==> src/core/sfifo_pkg.sv <==
// Purpose: shared constants for the two-mode flagged buffer core
// Assumes: pins are sampled on one system clock
// Notes: pin vector indices give the order of the sampled pin bundle
package sfifo_pkg;
  localparam int DATA_W_DEF = 18;
  localparam int DEPTH_DEF = 256;
  localparam int DEPTH_MIN = 256;
  localparam int DEPTH_MAX = 4096;
  localparam int OFS_W = 12;
  localparam int FT_LATENCY = 3;
  localparam int SYNC_STAGES = 3;
  localparam logic [OFS_W-1:0] DEF_OFS_256 = 12'h01F;
  localparam logic [OFS_W-1:0] DEF_OFS_512 = 12'h03F;
  localparam logic [OFS_W-1:0] DEF_OFS_BIG = 12'h07F;
  // pin bundle bit positions
  localparam int PI_WCLK = 0;
  localparam int PI_RCLK = 1;
  localparam int PI_WEN = 2;
  localparam int PI_REN = 3;
  localparam int PI_LD = 4;
  localparam int PI_MRST = 5;
  localparam int PI_FL = 6;
  localparam int PI_RXI = 7;
  localparam int PI_WXI = 8;
  localparam int PI_CTL = 9;
  // clocks low, active-low controls idle high
  localparam logic [PI_CTL-1:0] PIN_IDLE = 9'h1FC;

  typedef enum logic {
    SFIFO_MODE_STD = 1'b0,
    SFIFO_MODE_FALL_THROUGH_MODE = 1'b1
  } sfifo_mode_t;

  typedef enum logic {
    SFIFO_OFS_EMPTY = 1'b0,
    SFIFO_OFS_FULL = 1'b1
  } sfifo_ofs_sel_t;

  function automatic logic [OFS_W-1:0] sfifo_default_ofs(input int depth);
    if (depth == 256) begin
      return DEF_OFS_256;
    end else if (depth == 512) begin
      return DEF_OFS_512;
    end
    return DEF_OFS_BIG;
  endfunction
endpackage

==> src/core/sfifo_core.sv <==
// Purpose: buffer with standard and fall-through modes, five flags, offsets
// Assumes: write/read clocks arrive as pins, sampled by clk
// Notes: one write and one read may land in the same clk cycle
// How it works
// - master reset latches two straps to pick standard or fall-through mode, a third for synchronous almost flags
// - standard mode: data reaches outputs only through an explicit read
// - fall-through: first word reaches outputs after three read clock edges
// - word stored on write clock edge while write enable low, not full
// - standard: empty flag high after first write, low when drained, blocks reads
// - standard: almost-empty high at n+1 words, low at n or fewer
// - standard: half-full low above half the depth, high again at half
// - standard: almost-full low at depth minus m words or more
// - default offsets 31, 63 or 127 depending on depth
// - standard: full flag low at depth, blocks writes, first read clears
// - fall-through: output-ready low when word shown, high when drained
// - fall-through: almost-empty high at n+2 words, low at n+1 or fewer
// - fall-through: half-full low one word later than standard
// - fall-through: almost-full low at depth plus one minus m
// - fall-through: capacity depth plus one, input-ready high then
// - fall-through default almost-empty threshold one above standard
// - load select and write enable low store empty then full offset
// - load sequence position kept across normal operation
// - load select and read enable low read empty then full offset
// - offset readback only in standard mode
// - synchronous almost flags move only on their own clock edges or during master reset
`timescale 1ns/1ns
module sfifo_core
  import sfifo_pkg::*;
#(
  parameter int DW = sfifo_pkg::DATA_W_DEF, // data width
  parameter int DEPTH = sfifo_pkg::DEPTH_DEF // memory words
) (
  input wire logic clk, // system clock
  input wire logic reset, // synchronous, active high
  input wire logic write_clk, // write clock pin
  input wire logic read_clk, // read clock pin
  input wire logic write_enable_n, // write enable pin
  input wire logic read_enable_n, // read enable pin
  input wire logic offset_load_select_n, // offset access select
  input wire logic master_reset_n, // reset operation pin
  input wire logic first_device_select_n, // strap
  input wire logic read_expansion_in_n, // strap
  input wire logic write_expansion_in_n, // strap
  input wire logic [DW-1:0] data_in, // write data
  output logic [DW-1:0] data_out, // output register
  output logic empty_flag_n, // empty / output ready
  output logic full_flag_n, // full flag
  output logic input_ready_n, // input ready, same state as full
  output logic half_full_flag_n, // half-full flag
  output logic almost_empty_flag_n, // almost-empty flag
  output logic almost_full_flag_n, // almost-full flag
  output logic fall_through_mode // latched timing mode
);
  import sfifo_pkg::*;

  localparam int AW = $clog2(DEPTH);
  localparam int CW = AW + 1;
  localparam int TW = 14;
  localparam int NIN = PI_CTL + DW;
  localparam logic [OFS_W-1:0] DEF_OFS = sfifo_default_ofs(DEPTH);
  localparam logic [CW-1:0] FULL_CNT = CW'(DEPTH);
  localparam logic [TW-1:0] HALF_TH = TW'(DEPTH / 2);
  localparam logic [TW-1:0] DEPTH_T = TW'(DEPTH);
  localparam logic [1:0] FT_LAST = 2'(FT_LATENCY - 1);
  localparam logic [NIN-1:0] IN_IDLE = {{DW{1'b0}}, PIN_IDLE};

  if (DEPTH < DEPTH_MIN || DEPTH > DEPTH_MAX || (1 << AW) != DEPTH) begin : g_bad_depth
    $error("depth must be a power of two from 256 to 4096");
  end
  if (DW < OFS_W) begin : g_bad_width
    $error("data width must hold an offset");
  end

  typedef struct packed {
    logic [NIN-1:0] s1;
    logic [NIN-1:0] s2;
    logic [NIN-1:0] s3;
    logic [NIN-1:0] filt;
    sfifo_mode_t mode;
    logic syncAlmost;
    logic [CW-1:0] cnt;
    logic [AW-1:0] wrPtr;
    logic [AW-1:0] rdPtr;
    logic outValid;
    logic [1:0] ftWait;
    logic [DW-1:0] q;
    logic [OFS_W-1:0] emptyOfs;
    logic [OFS_W-1:0] fullOfs;
    sfifo_ofs_sel_t loadSel;
    sfifo_ofs_sel_t readSel;
    logic efN;
    logic ffN;
    logic hfN;
    logic paeN;
    logic pafN;
  } sfifo_state_t;

  sfifo_state_t state_reg;
  sfifo_state_t state_next;
  logic [DW-1:0] mem [DEPTH];
  logic [NIN-1:0] pinsIn;
  logic wEdge;
  logic rEdge;
  logic wenN;
  logic renN;
  logic ldN;
  logic mrstN;
  logic stdM;
  logic ftM;
  logic doWrite;
  logic doLoad;
  logic doRead;
  logic doReadback;
  logic fill;
  logic popMem;
  logic [TW-1:0] tot;
  logic [TW-1:0] aeTh;
  logic [TW-1:0] afTh;
  logic [TW-1:0] hfTh;
  logic [TW-1:0] fullTh;

  assign pinsIn = {data_in, write_expansion_in_n, read_expansion_in_n,
                   first_device_select_n, master_reset_n, offset_load_select_n,
                   read_enable_n, write_enable_n, read_clk, write_clk};

  always_comb begin
    state_next = state_reg;
    state_next.s1 = pinsIn;
    state_next.s2 = state_reg.s1;
    state_next.s3 = state_reg.s2;
    // take a pin once the second and third stages agree
    state_next.filt = (state_reg.s2 & state_reg.s3) |
                      (state_reg.filt & (state_reg.s2 | state_reg.s3));
    wEdge = state_next.filt[PI_WCLK] & ~state_reg.filt[PI_WCLK];
    rEdge = state_next.filt[PI_RCLK] & ~state_reg.filt[PI_RCLK];
    wenN = state_next.filt[PI_WEN];
    renN = state_next.filt[PI_REN];
    ldN = state_next.filt[PI_LD];
    mrstN = state_next.filt[PI_MRST];
    stdM = state_reg.mode == SFIFO_MODE_STD;
    ftM = state_reg.mode == SFIFO_MODE_FALL_THROUGH_MODE;
    doWrite = mrstN & wEdge & ~wenN & ldN & (state_reg.cnt != FULL_CNT);
    doLoad = mrstN & wEdge & ~wenN & ~ldN;
    doRead = mrstN & rEdge & ~renN & ldN &
             (stdM ? (state_reg.cnt != '0) : state_reg.outValid);
    doReadback = mrstN & rEdge & ~renN & ~ldN & stdM;
    fill = mrstN & ftM & rEdge & ~state_reg.outValid & (state_reg.cnt != '0) &
           (state_reg.ftWait == FT_LAST);
    popMem = fill | (doRead & (state_reg.cnt != '0));

    if (doWrite) begin
      state_next.wrPtr = state_reg.wrPtr + 1'b1;
    end
    if (popMem) begin
      state_next.q = mem[state_reg.rdPtr];
      state_next.rdPtr = state_reg.rdPtr + 1'b1;
    end
    state_next.cnt = state_reg.cnt + CW'(doWrite) - CW'(popMem);

    // fall-through output register and its three-edge wait
    if (ftM) begin
      if (fill) begin
        state_next.outValid = 1'b1;
        state_next.ftWait = '0;
      end else if (doRead && state_reg.cnt == '0) begin
        state_next.outValid = 1'b0;
      end
      if (!state_reg.outValid && state_reg.cnt != '0 && rEdge && !fill) begin
        state_next.ftWait = state_reg.ftWait + 1'b1;
      end else if (state_reg.outValid || state_reg.cnt == '0) begin
        state_next.ftWait = '0;
      end
    end

    if (doLoad) begin
      if (state_reg.loadSel == SFIFO_OFS_EMPTY) begin
        state_next.emptyOfs = state_next.filt[PI_CTL +: OFS_W];
        state_next.loadSel = SFIFO_OFS_FULL;
      end else begin
        state_next.fullOfs = state_next.filt[PI_CTL +: OFS_W];
        state_next.loadSel = SFIFO_OFS_EMPTY;
      end
    end
    if (doReadback) begin
      state_next.q = '0;
      if (state_reg.readSel == SFIFO_OFS_EMPTY) begin
        state_next.q[OFS_W-1:0] = state_reg.emptyOfs;
        state_next.readSel = SFIFO_OFS_FULL;
      end else begin
        state_next.q[OFS_W-1:0] = state_reg.fullOfs;
        state_next.readSel = SFIFO_OFS_EMPTY;
      end
    end

    // reset operation: straps pick mode and synchronous almost flags, everything else to defaults
    if (!mrstN) begin
      state_next.mode = (!state_next.filt[PI_RXI] && state_next.filt[PI_WXI]) ?
                        SFIFO_MODE_FALL_THROUGH_MODE : SFIFO_MODE_STD;
      state_next.syncAlmost = state_next.filt[PI_FL];
      state_next.cnt = '0;
      state_next.wrPtr = '0;
      state_next.rdPtr = '0;
      state_next.outValid = 1'b0;
      state_next.ftWait = '0;
      state_next.q = '0;
      state_next.emptyOfs = DEF_OFS;
      state_next.fullOfs = DEF_OFS;
      state_next.loadSel = SFIFO_OFS_EMPTY;
      state_next.readSel = SFIFO_OFS_EMPTY;
    end

    // flags from the next count; fall-through counts the output register
    if (state_next.mode == SFIFO_MODE_STD) begin
      tot = TW'(state_next.cnt);
      aeTh = TW'(state_next.emptyOfs);
      hfTh = HALF_TH;
      fullTh = DEPTH_T;
      state_next.efN = state_next.cnt != '0;
    end else begin
      tot = TW'(state_next.cnt) + TW'(state_next.outValid);
      aeTh = TW'(state_next.emptyOfs) + 1'b1;
      hfTh = HALF_TH + 1'b1;
      fullTh = DEPTH_T + 1'b1;
      state_next.efN = ~state_next.outValid;
    end
    afTh = fullTh - TW'(state_next.fullOfs);
    state_next.ffN = (tot == fullTh) ^ (state_next.mode == SFIFO_MODE_STD);
    state_next.hfN = tot <= hfTh;
    if (!mrstN || !state_next.syncAlmost || rEdge) begin
      state_next.paeN = tot > aeTh;
    end
    if (!mrstN || !state_next.syncAlmost || wEdge) begin
      state_next.pafN = tot < afTh;
    end

    if (reset) begin
      state_next = '0;
      // stages start at idle levels so no false pin edge follows reset
      state_next.s1 = IN_IDLE;
      state_next.s2 = IN_IDLE;
      state_next.s3 = IN_IDLE;
      state_next.filt = IN_IDLE;
      state_next.mode = SFIFO_MODE_STD;
      state_next.emptyOfs = DEF_OFS;
      state_next.fullOfs = DEF_OFS;
      state_next.ffN = 1'b1;
      state_next.hfN = 1'b1;
      state_next.pafN = 1'b1;
    end
  end

  always_ff @(posedge clk) begin
    state_reg <= state_next;
  end

  // storage array, no reset needed
  always_ff @(posedge clk) begin
    if (!reset && doWrite) begin
      mem[state_reg.wrPtr] <= state_next.filt[PI_CTL +: DW];
    end
  end

  assign data_out = state_reg.q;
  assign empty_flag_n = state_reg.efN;
  assign full_flag_n = state_reg.ffN;
  assign input_ready_n = state_reg.ffN;
  assign half_full_flag_n = state_reg.hfN;
  assign almost_empty_flag_n = state_reg.paeN;
  assign almost_full_flag_n = state_reg.pafN;
  assign fall_through_mode = state_reg.mode == SFIFO_MODE_FALL_THROUGH_MODE;
endmodule // sfifo_core

==> config.mk <==
export PLATFORM = sky130hd
export DESIGN_NAME = sfifo_core
export DESIGN_NICKNAME = d
export VERILOG_FILES = /design/src/core/sfifo_pkg.sv /design/src/core/sfifo_core.sv
export SDC_FILE = /design/constraint.sdc
export NUM_CORES = 2
export LEC_CHECK = 0
export BUFFER_PORTS_ARGS = -buffer_cell sky130_fd_sc_hd__buf_2
export CORE_MARGIN = 2
export CORE_UTILIZATION = 50
export DETAILED_ROUTE_END_ITERATION = 7
export PLACE_DENSITY_LB_ADDON = 0.2
export SLEW_MARGIN = 10
export SYNTH_ARGS = -nofsm -noshare
export SYNTH_HDL_FRONTEND = slang
export SYNTH_MEMORY_MAX_BITS = 65536
export SYNTH_SLANG_ARGS = --single-unit
==> constraint.sdc <==
create_clock -name clk -period 18.53 [get_ports clk]
set_clock_uncertainty 0.15 [all_clocks]
set_input_delay 0.9265 -clock clk [delete_from_list [all_inputs] [get_ports clk]]
set_output_delay 0.9265 -clock clk [all_outputs]
set_load 0.02 [all_outputs]
==> results.yml <==
routing:
  vias_per_cell: 6.37
  routed_wl_um: 469000
  ant_nets: 0
  wl_per_cell_um: 34.7
  drtIter0Drc: 12046
  drc: 0
  vias: 86067
  first_pass_iters: 5
logic_synthesis:
  yosysUniqueCellTypes: 65
  synth_edf_count: 4608
  synthTopCellsByArea: "edfxtp_1 75%, mux4_2 18%, dfxtp_1 2.1%"
  synth_area_sq_um: 184000
  synth.top_cell.area_share_pct: 75.4
  avgSynthCellArea_sq_um: 23.4
  ys_ff_latch: 4803
  ys_warn_count: 0
  synthArstFlopShare_pct: 0
  ys_seq_area_share_pct: 77.5
  synthCells: 7831
  yosys.area.top_type: "edfxtp_1"
  synthFlopType: "edfxtp_1"
  syn_nets: 7901
grt:
  grt_use_met1_pct: 36.4
  globalRouteMet2Util_pct: 39.2
  grt_start_max_net_pins: 204
  grt_pass1_wl_um: 661000
  grt.total_usage_pct: 25.2
  grt_overflow: 0
  grtUsageMet3_pct: 4.83
  grt_pass1_vias: 86278
  busiest_layer: "met2"
  antenna_found_initial: 26
pwr:
  power_w: 0.0208
  leakagePower_nw: 67.2
  power_density_nw_per_um2: 101
  vdd_drop_max_uv: 86.0
clock_tree:
  ctsHoldBuffers: 27
  cts-root-buf: "clkbuf_16"
  clk_pin_slew_worst_paths_ps: 60
  clock_latency_ps: 1040
  cts_made_buffers: 470
  cts_sinks: 4803
  cts_setup_buffers: 0
  cts.repair.resized: 0
  cts_tree: "built"
  cts_buffer_depth: 4
  cts.htree.levels: 5
timing:
  final_max_slew_viol_count: 0
  hold_slack_ps: 173
  hold_viol: 0
  slew_headroom_pct: 3.29
  max_freq_mhz: 144
  timing.final.ws_setup_ps: 11570
  rsz0062_at_grt: "no"
  min_period_ps: 6960
  setup_viol: 0
  finalCritPeriodShare_pct: 37.6
  worstMarginPinSlew_ps: 1450
  tns_ps: 0
floorplanning:
  coreArea_sq_um: 366000
  start_util_pct: 50.2
  die_width_um: 610
  pin_count: 54
  die_h_um: 610
  die_area_sq_um: 372000
  fp-row-count: 222
finish:
  largest_reg_flops: 4608
  nNetsFinal: 8357
  area_growth_pct: 12.6
  drive_gt1_share_pct: 32.2
  final_util_pct: 56.5
  fillers: 26300
setup_path:
  slowest_delay_ps: 820
  worst_setup_path_start_kind: "register"
  crit_family: "buffers and inverters"
  critical_path_class: "reg -> reg"
  cp_common_cell: "buf_4"
  cp.buffers_inverters: 4
  critPathCaptureType: "register"
  cp.arrival_ps: 7690
  slowest_stage: "buf_4"
  crit_chain: "buf_12 -> buf_4 -> buf_4 -> buf_4 -> mux4_2 -> mux4_2 -> a22oi_1 -> a21oi_1 -> nor4_1 -> o22ai_1"
  cp.required_ps: 19260
  crit_fanout: 96
placed_design:
  place_ws_ps: 11450
  io_buffers: 53
  hpwl_um: 270000
  place_congestion: 0.914
flow_run:
  drv_cap: 0
run_status:
  status: "finished, final reports clean"
hold_path:
  min-delay-path-class: "in -> reg"
-- worst reg2reg max path, delay by kind of cell, from the launching register on --
family	cells	cell delay, ps
AOI/OAI and AO/OA	3	1040
buffers and inverters	4	3390
DFF	1	760
muxes	2	1120
and+or+nand+nor	1	360
-- through the flow --
step | instances | instance area [sq um]
floorplan | 7831 | 184000
global placement | 12603 | 192000
detailed placement | 12603 | 192000
CTS | 13498 | 207000
global route | 13500 | 207000
finish | 13511 | 207000
-- final cells by class --
cell class	instances	area [sq um]	area share, %
inverter	26	97.6	0.0472
timing repair buffer	430	3360	1.63
antenna	12	30.0	0.0145
tap	4816	6030	2.92
sequential	4803	142000	68.8
clock inverter	284	2110	1.02
clock buffer	584	12400	6.00
multi-input combinational	2556	40400	19.5
-- cells in the final DEF, fill, tap and decap left out, types with 21 or more instances in the layout --
cell type | Yosys | layout
buf_4 | 19 | 336
clkinv_2 | 0 | 103
mux4_2 | 1464 | 1464
a21oi_1 | 89 | 82
a22oi_1 | 108 | 108
nand2_1 | 76 | 64
nor2b_1 | 68 | 66
bufinv_16 | 0 | 21
xnor2_1 | 22 | 22
o21ai_0 | 33 | 32
nor2_4 | 0 | 54
clkbuf_16 | 0 | 476
buf_2 | 33 | 52
dlygate4sd3_1 | 0 | 27
dfxtp_1 | 195 | 189
nor2_2 | 0 | 131
mux2i_1 | 25 | 25
ha_1 | 40 | 40
clkinv_1 | 0 | 127
clkbuf_1 | 282 | 100
or2_2 | 31 | 31
nor2_1 | 345 | 160
inv_1 | 26 | 26
edfxtp_1 | 4608 | 4608
-- cells in the mapped netlist (all sizes together) (26+ instances only) --
cell    number
ha          40
nor2b       68
buf        164
nor2       345
mux4      1464
clkbuf     282
edfxtp    4608
o21ai       33
a22oi      108
dfxtp      195
or2         31
inv         26
nand2       76
a21oi       89
-- metal layers --
| layer | part of all wire (%) | vias up |
|---|---|---|
| li1 | - | 34324 |
| met1 | 40 | 46899 |
| met2 | 48 | 4132 |
| met3 | 9.1 | 706 |
| met4 | 3.4 | 6 |
| met5 | 0.0079 | - |
-- path summary, 6_finish.rpt --
check	depth (start not counted)	slack (ps)	startpoint	to
max	10	11570	register	data_out[8]
min	2	170	reset	state_reg[161]
max reg2reg	10	11570	register	data_out[8]
min reg2reg	1	270	state_reg[167]	state_reg[140]
-- power breakdown --
| part | internal [W] | total (W) | switching (W) |
|---|---|---|---|
| Sequential | 0.0117 | 0.0117 | 0.00000325 |
| Combinational | 0.0000122 | 0.0000390 | 0.0000267 |
| Clock | 0.00502 | 0.00905 | 0.00403 |
| Total | 0.0168 | 0.0208 | 0.00406 |
-- cells by family (layout without fill, tap and decap cells) --
logic type	after synthesis	in the layout	synth area share, %
flops	4803	4803	77.5
mux	1505	1505	18.2
other cells	0	12	0
compound gates	300	300	1.07
simple gates	656	656	1.68
fa+ha+maj	56	56	0.367
buf+inv	472	1324	1.03
xor+xnor	39	39	0.186
Note: power is estimated with default switching activity, not from simulation.
